### config.mk
export PLATFORM = sky130hd
export DESIGN_NAME = banked_gpio_controller
export DESIGN_NICKNAME = d
export VERILOG_FILES = /design/src/design/gpio_pkg.sv /design/src/design/pin_sync.sv /design/src/design/bank_edge_detect.sv /design/src/design/banked_gpio_controller.sv
export VERILOG_INCLUDE_DIRS = /design/src /design/src/design
export SDC_FILE = /design/constraint.sdc
export NUM_CORES = 2
export LEC_CHECK = 0
export BUFFER_PORTS_ARGS = -buffer_cell sky130_fd_sc_hd__clkbuf_2
export CORE_ASPECT_RATIO = 1.4
export CORE_MARGIN = 2
export CORE_UTILIZATION = 57
export DETAILED_ROUTE_END_ITERATION = 6
export PLACE_DENSITY_LB_ADDON = 0.12
export SLEW_MARGIN = 20
export SYNTH_ARGS = -nofsm -noshare
export SYNTH_HDL_FRONTEND = slang
export SYNTH_HIERARCHICAL = 1
export SYNTH_SLANG_ARGS = --single-unit
### constraint.sdc
create_clock -name aclk -period 3.3 [get_ports aclk]
set_input_delay 0 -clock aclk [delete_from_list [all_inputs] [get_ports aclk]]
set_output_delay 0 -clock aclk [all_outputs]
set_load 0.03 [all_outputs]
### src/design/gpio_cfg.svh
/*
 * Constants of the banked GPIO controller: sizes, register map, responses
 * and input timing. Assumes it is included by bare name, possibly twice.
 */
`ifndef GPIO_CFG_SVH
`define GPIO_CFG_SVH
`define GPIO_PINS 104
`define GPIO_BANK_W 16
`define GPIO_PIN_IRQS 10
`define GPIO_AW 12
`define GPIO_KIND_DIR 3'h0
`define GPIO_KIND_OUT 3'h1
`define GPIO_KIND_SET 3'h2
`define GPIO_KIND_CLR 3'h3
`define GPIO_KIND_IN 3'h4
`define GPIO_KIND_RISE 3'h5
`define GPIO_KIND_FALL 3'h6
`define GPIO_OFS_STAT 12'h100
`define GPIO_OFS_MASK 12'h104
`define GPIO_GLOB_BIT 8
`define GPIO_KIND_LSB 5
`define GPIO_BANK_LSB 2
`define GPIO_RESP_OKAY 2'h0
`define GPIO_RESP_SLVERR 2'h2
`define GPIO_CLK_NS 4
`define GPIO_MIN_PULSE_NS 52
`define GPIO_SYNC_STAGES 2
`endif

### src/design/gpio_pkg.sv
/*
 * Types and shared helpers of the banked GPIO controller.
 * Assumes gpio_cfg.svh is on the include path.
 */
`include "gpio_cfg.svh"
`default_nettype none
package gpio_pkg;

	typedef struct packed {
		logic hit;
		logic stat;
		logic mask;
		logic [2:0] kind;
		logic [2:0] bank;
	} reg_dec_t;

	typedef struct packed {
		logic [`GPIO_AW-1:0] addr;
		logic [31:0] data;
		logic [3:0] strb;
	} wr_req_t;

	// Unused word offsets and the top bank slot answer as unmapped
	function automatic reg_dec_t decode(input logic [`GPIO_AW-1:0] a,
		input logic [3:0] nbank);
		reg_dec_t d;
		d = '0;
		d.kind = a[`GPIO_KIND_LSB +: 3];
		d.bank = a[`GPIO_BANK_LSB +: 3];
		d.stat = (a == `GPIO_OFS_STAT);
		d.mask = (a == `GPIO_OFS_MASK);
		d.hit = d.stat | d.mask |
			((a[`GPIO_AW-1:`GPIO_GLOB_BIT] == '0) && (a[1:0] == '0) &&
			(d.kind <= `GPIO_KIND_FALL) && ({1'b0, d.bank} < nbank));
		return d;
	endfunction

	function automatic logic [31:0] strb_bits(input logic [3:0] s);
		return {{8{s[3]}}, {8{s[2]}}, {8{s[1]}}, {8{s[0]}}};
	endfunction

endpackage
`default_nettype wire

### src/design/pin_sync.sv
/*
 * Two-flop synchroniser for asynchronous pin levels.
 * Assumes one clock and a synchronous active-low reset.
 */
`default_nettype none
module pin_sync #(
	parameter int W = 1
) (
	input wire logic aclk,
	input wire logic aresetn,
	input wire logic [W-1:0] d,
	output logic [W-1:0] q
);

	logic [W-1:0] meta_q;
	logic [W-1:0] stab_q;

	if (W < 1) begin : g_chk
		$error("pin_sync: W must be at least 1");
	end

	// Only the second stage reads the first
	always_ff @(posedge aclk) begin
		if (!aresetn) begin
			meta_q <= '0;
			stab_q <= '0;
		end else begin
			meta_q <= d;
			stab_q <= meta_q;
		end
	end

	assign q = stab_q;

endmodule
`default_nettype wire

### src/design/bank_edge_detect.sv
/*
 * Per-pin edge detector with separate rising and falling enables.
 * Assumes lvl is already synchronised to aclk.
 */
`default_nettype none
module bank_edge_detect #(
	parameter int W = 16
) (
	input wire logic aclk,
	input wire logic aresetn,
	input wire logic [W-1:0] lvl,
	input wire logic [W-1:0] rise_en,
	input wire logic [W-1:0] fall_en,
	output logic [W-1:0] evt
);

	logic [W-1:0] prev_q;

	if (W < 1) begin : g_chk
		$error("bank_edge_detect: W must be at least 1");
	end

	always_ff @(posedge aclk) begin
		if (!aresetn) begin
			prev_q <= '0;
		end else begin
			prev_q <= lvl;
		end
	end

	// Both enables set gives an event on either edge
	assign evt = (rise_en & lvl & ~prev_q) | (fall_en & ~lvl & prev_q);

endmodule
`default_nettype wire

### src/design/banked_gpio_controller.sv
/*
 * Banked GPIO controller: direction, output, set/clear, input and edge
 * registers per bank of sixteen pins, pin and bank interrupts and DMA
 * events, one summary interrupt, all behind an AXI4-Lite slave.
 * Assumes pins arrive asynchronously and one clock drives everything.
 */
// Added by the designer: the register addresses and the AXI4-Lite slave port.
`include "gpio_cfg.svh"
`default_nettype none
module banked_gpio_controller
	import gpio_pkg::*;
#(
	parameter int NPIN = `GPIO_PINS,
	parameter int NBANK = (NPIN + `GPIO_BANK_W - 1) / `GPIO_BANK_W
) (
	input wire logic aclk,
	input wire logic aresetn,
	input wire logic [`GPIO_AW-1:0] s_axi_awaddr,
	input wire logic s_axi_awvalid,
	output logic s_axi_awready,
	input wire logic [31:0] s_axi_wdata,
	input wire logic [3:0] s_axi_wstrb,
	input wire logic s_axi_wvalid,
	output logic s_axi_wready,
	output logic [1:0] s_axi_bresp,
	output logic s_axi_bvalid,
	input wire logic s_axi_bready,
	input wire logic [`GPIO_AW-1:0] s_axi_araddr,
	input wire logic s_axi_arvalid,
	output logic s_axi_arready,
	output logic [31:0] s_axi_rdata,
	output logic [1:0] s_axi_rresp,
	output logic s_axi_rvalid,
	input wire logic s_axi_rready,
	input wire logic [NPIN-1:0] pin_input_level,
	output logic [NPIN-1:0] pin_output_level,
	output logic [NPIN-1:0] pin_output_enable,
	output logic [`GPIO_PIN_IRQS-1:0] pin_irq,
	output logic [NBANK-1:0] bank_irq,
	output logic [`GPIO_PIN_IRQS-1:0] pin_dma_event,
	output logic [NBANK-1:0] bank_dma_event,
	output logic irq
);

	////////////////////////////////////////////////////////////////////
	// Sizes and checks

	localparam int BW = `GPIO_BANK_W;
	localparam int W = NBANK * BW;
	localparam int NPI = `GPIO_PIN_IRQS;
	localparam int NEV = NPI + NBANK;
	localparam int PULSE_NS = `GPIO_MIN_PULSE_NS;
	localparam int PULSE_CYC =
		(PULSE_NS + `GPIO_CLK_NS - 1) / `GPIO_CLK_NS;
	localparam logic [3:0] NB4 = 4'(NBANK);
	// Unpopulated bits of the last bank stay zero
	localparam logic [W-1:0] POP = ~({W{1'b1}} << NPIN);

	if (NPIN < NPI || NBANK > 7 || W < NPIN || W - BW >= NPIN)
	begin : g_size_chk
		$error("banked_gpio_controller: unsupported NPIN or NBANK");
	end

	// A legal pulse must last at least one clock cycle
	if (PULSE_CYC < 1) begin : g_pulse_chk
		$error("banked_gpio_controller: clock too slow for pulses");
	end

	////////////////////////////////////////////////////////////////////
	// Helpers

	function automatic logic [W-1:0] merge(input logic [W-1:0] old,
		input logic [W-1:0] sel, input logic [W-1:0] val);
		return (old & ~sel) | (val & sel);
	endfunction

	function automatic logic [BW-1:0] pick(input logic [W-1:0] v,
		input logic [2:0] bank);
		return BW'(v >> (BW * int'(bank)));
	endfunction

	function automatic logic [W-1:0] place(input logic [BW-1:0] v,
		input logic [2:0] bank);
		return (W'(v) << (BW * int'(bank))) & POP;
	endfunction

	////////////////////////////////////////////////////////////////////
	// State

	logic [W-1:0] dir_q;
	logic [W-1:0] out_q;
	logic [W-1:0] rise_q;
	logic [W-1:0] fall_q;
	logic [W-1:0] dir_d;
	logic [W-1:0] out_d;
	logic [W-1:0] rise_d;
	logic [W-1:0] fall_d;
	logic [NEV-1:0] stat_q;
	logic [NEV-1:0] mask_q;
	logic [NEV-1:0] stat_d;
	logic [NEV-1:0] mask_d;
	logic irq_q;
	logic [NPI-1:0] pin_irq_q;
	logic [NPI-1:0] pin_dma_q;
	logic [NBANK-1:0] bank_irq_q;
	logic [NBANK-1:0] bank_dma_q;

	wr_req_t req_q;
	logic aw_have_q;
	logic w_have_q;
	logic awready_q;
	logic wready_q;
	logic bvalid_q;
	logic [1:0] bresp_q;
	logic arready_q;
	logic rvalid_q;
	logic [31:0] rdata_q;
	logic [1:0] rresp_q;

	logic [NPIN-1:0] in_lvl;
	logic [W-1:0] evt;
	logic [NBANK-1:0] bank_evt;

	////////////////////////////////////////////////////////////////////
	// Pin input path

	pin_sync #(
		.W(NPIN)
	) u_sync (
		.aclk(aclk),
		.aresetn(aresetn),
		.d(pin_input_level),
		.q(in_lvl)
	);

	wire [W-1:0] in_w = W'(in_lvl);

	bank_edge_detect #(
		.W(W)
	) u_edge (
		.aclk(aclk),
		.aresetn(aresetn),
		.lvl(in_w),
		.rise_en(rise_q),
		.fall_en(fall_q),
		.evt(evt)
	);

	for (genvar b = 0; b < NBANK; b++) begin : g_bank
		assign bank_evt[b] = |evt[b*BW +: BW];
	end

	// Pin events in the low bits, bank events above
	wire [NEV-1:0] ev_all = {bank_evt, evt[NPI-1:0]};

	////////////////////////////////////////////////////////////////////
	// Write channel

	wire aw_hs = s_axi_awvalid & awready_q;
	wire w_hs = s_axi_wvalid & wready_q;
	wire wr_go = aw_have_q & w_have_q & ~bvalid_q;
	wire aw_have_d = aw_hs | (aw_have_q & ~wr_go);
	wire w_have_d = w_hs | (w_have_q & ~wr_go);
	wire bvalid_d = wr_go | (bvalid_q & ~s_axi_bready);

	wire reg_dec_t wdec = decode(req_q.addr, NB4);
	wire wr_ok = wr_go & wdec.hit;
	wire wr_bank = wr_ok & ~wdec.stat & ~wdec.mask;
	wire [31:0] wmask = strb_bits(req_q.strb);
	wire [31:0] wbits = wmask & req_q.data;
	wire [W-1:0] wsel = place(wmask[BW-1:0], wdec.bank);
	wire [W-1:0] wval = place(req_q.data[BW-1:0], wdec.bank);
	wire [W-1:0] w1 = wsel & wval;

	wire do_dir = wr_bank & (wdec.kind == `GPIO_KIND_DIR);
	wire do_out = wr_bank & (wdec.kind == `GPIO_KIND_OUT);
	wire do_set = wr_bank & (wdec.kind == `GPIO_KIND_SET);
	wire do_clr = wr_bank & (wdec.kind == `GPIO_KIND_CLR);
	wire do_rise = wr_bank & (wdec.kind == `GPIO_KIND_RISE);
	wire do_fall = wr_bank & (wdec.kind == `GPIO_KIND_FALL);
	wire do_stat = wr_ok & wdec.stat;
	wire do_mask = wr_ok & wdec.mask;

	assign dir_d = do_dir ? merge(dir_q, wsel, wval) : dir_q;
	// Set and clear touch only the ones; zeros leave other pins alone
	assign out_d = do_out ? merge(out_q, wsel, wval) :
		do_set ? (out_q | w1) :
		do_clr ? (out_q & ~w1) :
		out_q;
	assign rise_d = do_rise ? merge(rise_q, wsel, wval) : rise_q;
	assign fall_d = do_fall ? merge(fall_q, wsel, wval) : fall_q;
	// A new event in the clearing cycle survives the clear
	assign stat_d = (stat_q & ~(do_stat ? wbits[NEV-1:0] : '0)) | ev_all;
	assign mask_d = do_mask ?
		((mask_q & ~wmask[NEV-1:0]) | wbits[NEV-1:0]) :
		mask_q;

	always_ff @(posedge aclk) begin
		if (!aresetn) begin
			aw_have_q <= 1'b0;
			w_have_q <= 1'b0;
			awready_q <= 1'b0;
			wready_q <= 1'b0;
		end else begin
			aw_have_q <= aw_have_d;
			w_have_q <= w_have_d;
			awready_q <= ~aw_have_d;
			wready_q <= ~w_have_d;
		end
	end

	always_ff @(posedge aclk) begin
		if (!aresetn) begin
			req_q <= '0;
		end else begin
			if (aw_hs) begin
				req_q.addr <= s_axi_awaddr;
			end
			if (w_hs) begin
				req_q.data <= s_axi_wdata;
				req_q.strb <= s_axi_wstrb;
			end
		end
	end

	always_ff @(posedge aclk) begin
		if (!aresetn) begin
			bvalid_q <= 1'b0;
			bresp_q <= `GPIO_RESP_OKAY;
		end else begin
			bvalid_q <= bvalid_d;
			if (wr_go) begin
				bresp_q <= wdec.hit ? `GPIO_RESP_OKAY : `GPIO_RESP_SLVERR;
			end
		end
	end

	////////////////////////////////////////////////////////////////////
	// Read channel

	wire ar_hs = s_axi_arvalid & arready_q;
	wire rvalid_d = ar_hs | (rvalid_q & ~s_axi_rready);
	wire reg_dec_t rdec = decode(s_axi_araddr, NB4);
	wire [2:0] rk = rdec.kind;
	wire [2:0] rb = rdec.bank;

	// Set and clear read back the held drive values
	wire rd_out = (rk == `GPIO_KIND_OUT) | (rk == `GPIO_KIND_SET) |
		(rk == `GPIO_KIND_CLR);
	wire [BW-1:0] rd_bank =
		(rk == `GPIO_KIND_DIR) ? pick(dir_q, rb) :
		rd_out ? pick(out_q, rb) :
		(rk == `GPIO_KIND_IN) ? pick(in_w, rb) :
		(rk == `GPIO_KIND_RISE) ? pick(rise_q, rb) :
		pick(fall_q, rb);
	wire [31:0] rd_word =
		!rdec.hit ? '0 :
		rdec.stat ? 32'(stat_q) :
		rdec.mask ? 32'(mask_q) :
		32'(rd_bank);

	always_ff @(posedge aclk) begin
		if (!aresetn) begin
			arready_q <= 1'b0;
			rvalid_q <= 1'b0;
		end else begin
			arready_q <= ~rvalid_d;
			rvalid_q <= rvalid_d;
		end
	end

	always_ff @(posedge aclk) begin
		if (!aresetn) begin
			rdata_q <= '0;
			rresp_q <= `GPIO_RESP_OKAY;
		end else if (ar_hs) begin
			rdata_q <= rd_word;
			rresp_q <= rdec.hit ? `GPIO_RESP_OKAY : `GPIO_RESP_SLVERR;
		end
	end

	////////////////////////////////////////////////////////////////////
	// Pin control registers

	always_ff @(posedge aclk) begin
		if (!aresetn) begin
			dir_q <= '0;
			out_q <= '0;
		end else begin
			dir_q <= dir_d;
			out_q <= out_d;
		end
	end

	always_ff @(posedge aclk) begin
		if (!aresetn) begin
			rise_q <= '0;
			fall_q <= '0;
		end else begin
			rise_q <= rise_d;
			fall_q <= fall_d;
		end
	end

	////////////////////////////////////////////////////////////////////
	// Events and interrupts

	always_ff @(posedge aclk) begin
		if (!aresetn) begin
			stat_q <= '0;
			mask_q <= '0;
			irq_q <= 1'b0;
		end else begin
			stat_q <= stat_d;
			mask_q <= mask_d;
			irq_q <= |(stat_d & mask_d);
		end
	end

	// Pin outputs pulse one cycle per detected edge; bank outputs pulse for any edge in their bank
	always_ff @(posedge aclk) begin
		if (!aresetn) begin
			pin_irq_q <= '0;
			pin_dma_q <= '0;
			bank_irq_q <= '0;
			bank_dma_q <= '0;
		end else begin
			pin_irq_q <= evt[NPI-1:0];
			pin_dma_q <= evt[NPI-1:0];
			bank_irq_q <= bank_evt;
			bank_dma_q <= bank_evt;
		end
	end

	////////////////////////////////////////////////////////////////////
	// Outputs

	// Level is driven whatever the direction; the enable gates the pad
	assign pin_output_level = out_q[NPIN-1:0];
	assign pin_output_enable = dir_q[NPIN-1:0];
	assign pin_irq = pin_irq_q;
	assign pin_dma_event = pin_dma_q;
	assign bank_irq = bank_irq_q;
	assign bank_dma_event = bank_dma_q;
	assign irq = irq_q;

	assign s_axi_awready = awready_q;
	assign s_axi_wready = wready_q;
	assign s_axi_bvalid = bvalid_q;
	assign s_axi_bresp = bresp_q;
	assign s_axi_arready = arready_q;
	assign s_axi_rvalid = rvalid_q;
	assign s_axi_rdata = rdata_q;
	assign s_axi_rresp = rresp_q;

endmodule
`default_nettype wire

==> flow_metrics.py <==
metrics = {
    "status": {
        "status": "completed",
    },
    "timing": {
        "finalSetupTns_ps": 0,
        "maxSlewHeadroom_pct": 24.49,
        "hold_viol": 0,
        "worst_clock_skew_ps": 30.05,
        "rsz0062_at_grt": "no",
        "worst-slew-pin-transition_ps": 1122,
        "setup_viol": 0,
        "fmaxAchievable_ghz": 0.3131,
        "post-route-period-util_pct": 96.80,
        "drv_slew": 0,
        "fin_crit_ps": 3194,
    },
    "global_routing": {
        "track_usage_pct": 46.60,
        "grt-busiest-layer": "met2",
        "grt_overflow": 0,
        "met3_usage_pct": 13.58,
        "grt_max_degree": 245,
        "antenna_found_initial": 12,
        "grt_pass1_wl_um": 226700,
        "grtUsageMet2_pct": 69.03,
        "use_met1_pct": 56.14,
        "grt_pass1_vias": 34100,
    },
    "synth": {
        "syn-cell-area_mm2": 0.03668,
        "yosysUniqueCellTypes": 73,
        "synthCells": 4437,
        "synthTopCellsByArea": "dfxtp_1 46%, nand2_1 7.2%, and2_1 6.4%, a21oi_1 6.2%, mux2i_1 5.2%",
        "synth_flop_cell": "dfxtp_1",
        "synth_top_area_share_pct": 46.17,
        "ys_seq_area_share_pct": 46.17,
        "synth_edf_count": 0,
        "yosysTopAreaCell": "dfxtp_1",
        "yosys_warnings": 6,
        "async_flop_share_pct": 0,
        "ys_ff_latch": 846,
        "syn_area_per_cell_um2": 8.268,
    },
    "worst_setup_path": {
        "cp.arrival_ps": 3740,
        "cpPeakStageDelay_ps": 880,
        "path_cells": "o22ai_1 -> buf_4 -> nor4_1 -> nand4_1 -> a21oi_1 -> o22ai_1 -> or4_1 -> o41a_1",
        "cp_data_required_time_ps": 3850,
        "cp_common_cell": "o22ai_1",
        "cpMaxStageDelayCell": "nor4_1",
        "critPathCaptureType": "register",
        "cp-start-kind": "register",
        "critPathMaxFanout": 4,
        "worstSetupPathType": "register to register",
    },
    "floorplan": {
        "core.rowCount": 110,
        "die_width_um": 218.4,
        "ios": 455,
        "coreArea_mm2": 0.06400,
        "die-height_um": 304.2,
        "initial_core_util_pct": 57.32,
        "die_area_mm2": 0.06643,
    },
    "cells_and_area": {
        "nFillCells": 5257,
        "multi_input_area_mm2": 0.01798,
        "layout-drive-gt1-share_pct": 17.34,
        "fin_cells": 5917,
        "seqCellArea_mm2": 0.01694,
        "final_common_cell": "dfxtp_1",
        "final_cell_mix": "844 x dfxtp_1, 703 x nand2_1, 454 x a21oi_1, 418 x clkbuf_2, 376 x and2_1",
        "nets": 5192,
        "syn_to_final_growth_pct": 21.90,
    },
    "placement": {
        "dp_cells": 5592,
        "gp_congestion": 1.084,
        "portBuffers": 421,
        "post-dp-hpwl_um": 111900,
    },
    "power_and_ir_drop": {
        "p_switching_mw": 5.605,
        "combPwrFrac_pct": 8.9,
        "irDropWorstVdd_v": 0.0005730,
        "p_leak_nw": 17.51,
        "powerDensity_mw_per_mm2": 498.1,
        "p_sw_share_pct": 25.17,
        "p_seq_share_pct": 47.7,
        "pwr-share-clk_pct": 43.4,
        "intPower_mw": 16.67,
        "p_total_mw": 22.27,
    },
    "cts": {
        "cts_buffer_depth": 3,
        "postCtsHoldBufs": 185,
        "cts_tree": "built",
        "path_clk_slew_ps": 60,
        "ctsResizeCount": 0,
        "clk_latency_ps": 670,
        "cts_root_buf": "clkbuf_16",
        "cts_setup_buffers": 0,
        "htree_num_levels": 3,
        "numCtsBuffers": 82,
        "cts_sinks": 846,
    },
    "detailed_routing": {
        "drt-pass1-iter-count": 6,
        "ant_nets": 0,
        "drc": 0,
        "drt-initial-drc-count": 5974,
        "drt_wl_total_um": 158800,
        "wl_per_cell_um": 26.84,
        "viasPerCell": 6.248,
        "vias": 36970,
    },
    "job": {
        "max-cap-violations": 0,
    },
    "min_path": {
        "hold_path_class": "input pin to register",
    },
}
==> synthesized netlist by cell type (13+ instances only) <==
library cell,count
dfxtp_1,846
nand2_1,703
a21oi_1,454
and2_1,376
nor2_1,317
o21ai_0,291
clkbuf_1,252
mux2i_1,189
o22ai_1,141
nand3_1,93
inv_1,73
a22oi_1,69
and2_2,55
a221oi_1,46
buf_2,38
buf_4,34
nor4_1,33
o21a_1,31
o221ai_1,31
nand2b_1,30
mux2_2,26
o211ai_1,25
nor3_1,24
a211oi_1,23
buf_1,22
nor2b_1,20
and2_0,18
buf_6,17
a31oi_1,15
nor2_2,13
==> power groups by stage <==
stage	clock [mW]	combinational (mW)	sequential [mW]
after floorplan	0	0.933	10.8
after global placement	0	1.68	10.8
after detailed placement	0	1.69	10.8
after CTS	9.65	1.86	10.6
after global routing	10.1	2.04	10.6
final	9.67	1.99	10.6
==> critical path: cells and delay by family (launching register included) <==
kind / cells / cell delay (ps)
flops: 1 / 420
buf+inv: 1 / 160
simple gates: 3 / 1660
compound gates: 4 / 840
==> kinds of logic (layout without fill, tap and decap cells) <==
| logic type | Yosys count | after routing | share of synthesized area (%) |
|---|---|---|---|
| other | 1 | 59 | 0.01022 |
| AOI/OAI and AO/OA | 1190 | 1190 | 19.28 |
| DFF | 846 | 846 | 46.17 |
| muxes | 225 | 225 | 6.569 |
| buffers and inverters | 447 | 1029 | 5.457 |
| and+or+nand+nor | 1728 | 1728 | 22.51 |
==> routing by layer <==
metal	wire length [um]	share of wire, %
met4	15650	9.9
met5	82	0.052
met1	56580	36
met2	67290	42
met3	19200	12
==> area by class of cell <==
type	count	area share (%)
diodes	2	0.01119
clock buffers	118	5.434
clock inverters	20	0.6044
inverters	75	0.6464
multi-input cells	3200	40.21
flip-flops and latches	846	37.88
well taps	840	2.350
repair buffers	816	12.86
==> final timing paths <==
path / start / end / slack (ps) / cells after the start
worst max-delay path: u_sync/q[1] / irq / 110 / 8
worst min register to register: u_sync/meta_q[24] / u_sync/q[24] / 430 / 1
worst max register to register: u_sync/q[1] / irq / 110 / 8
worst min-delay path: s_axi_awvalid / aw_have_q / 60 / 4
==> through the flow <==
step	util (%)	hold WS, ps	worst slack [ps]	instance area (um^2)
after floorplan	-	121.7	750.6	36890
after global placement	62.74	204.7	287.6	40150
after detailed placement	62.74	208.4	298.1	40150
after CTS	69.86	39.60	262.4	44710
after global routing	69.87	88.00	49.90	44710
final	69.87	58.35	105.7	44720
No activity file was read; power rests on OpenSTA's default activity.
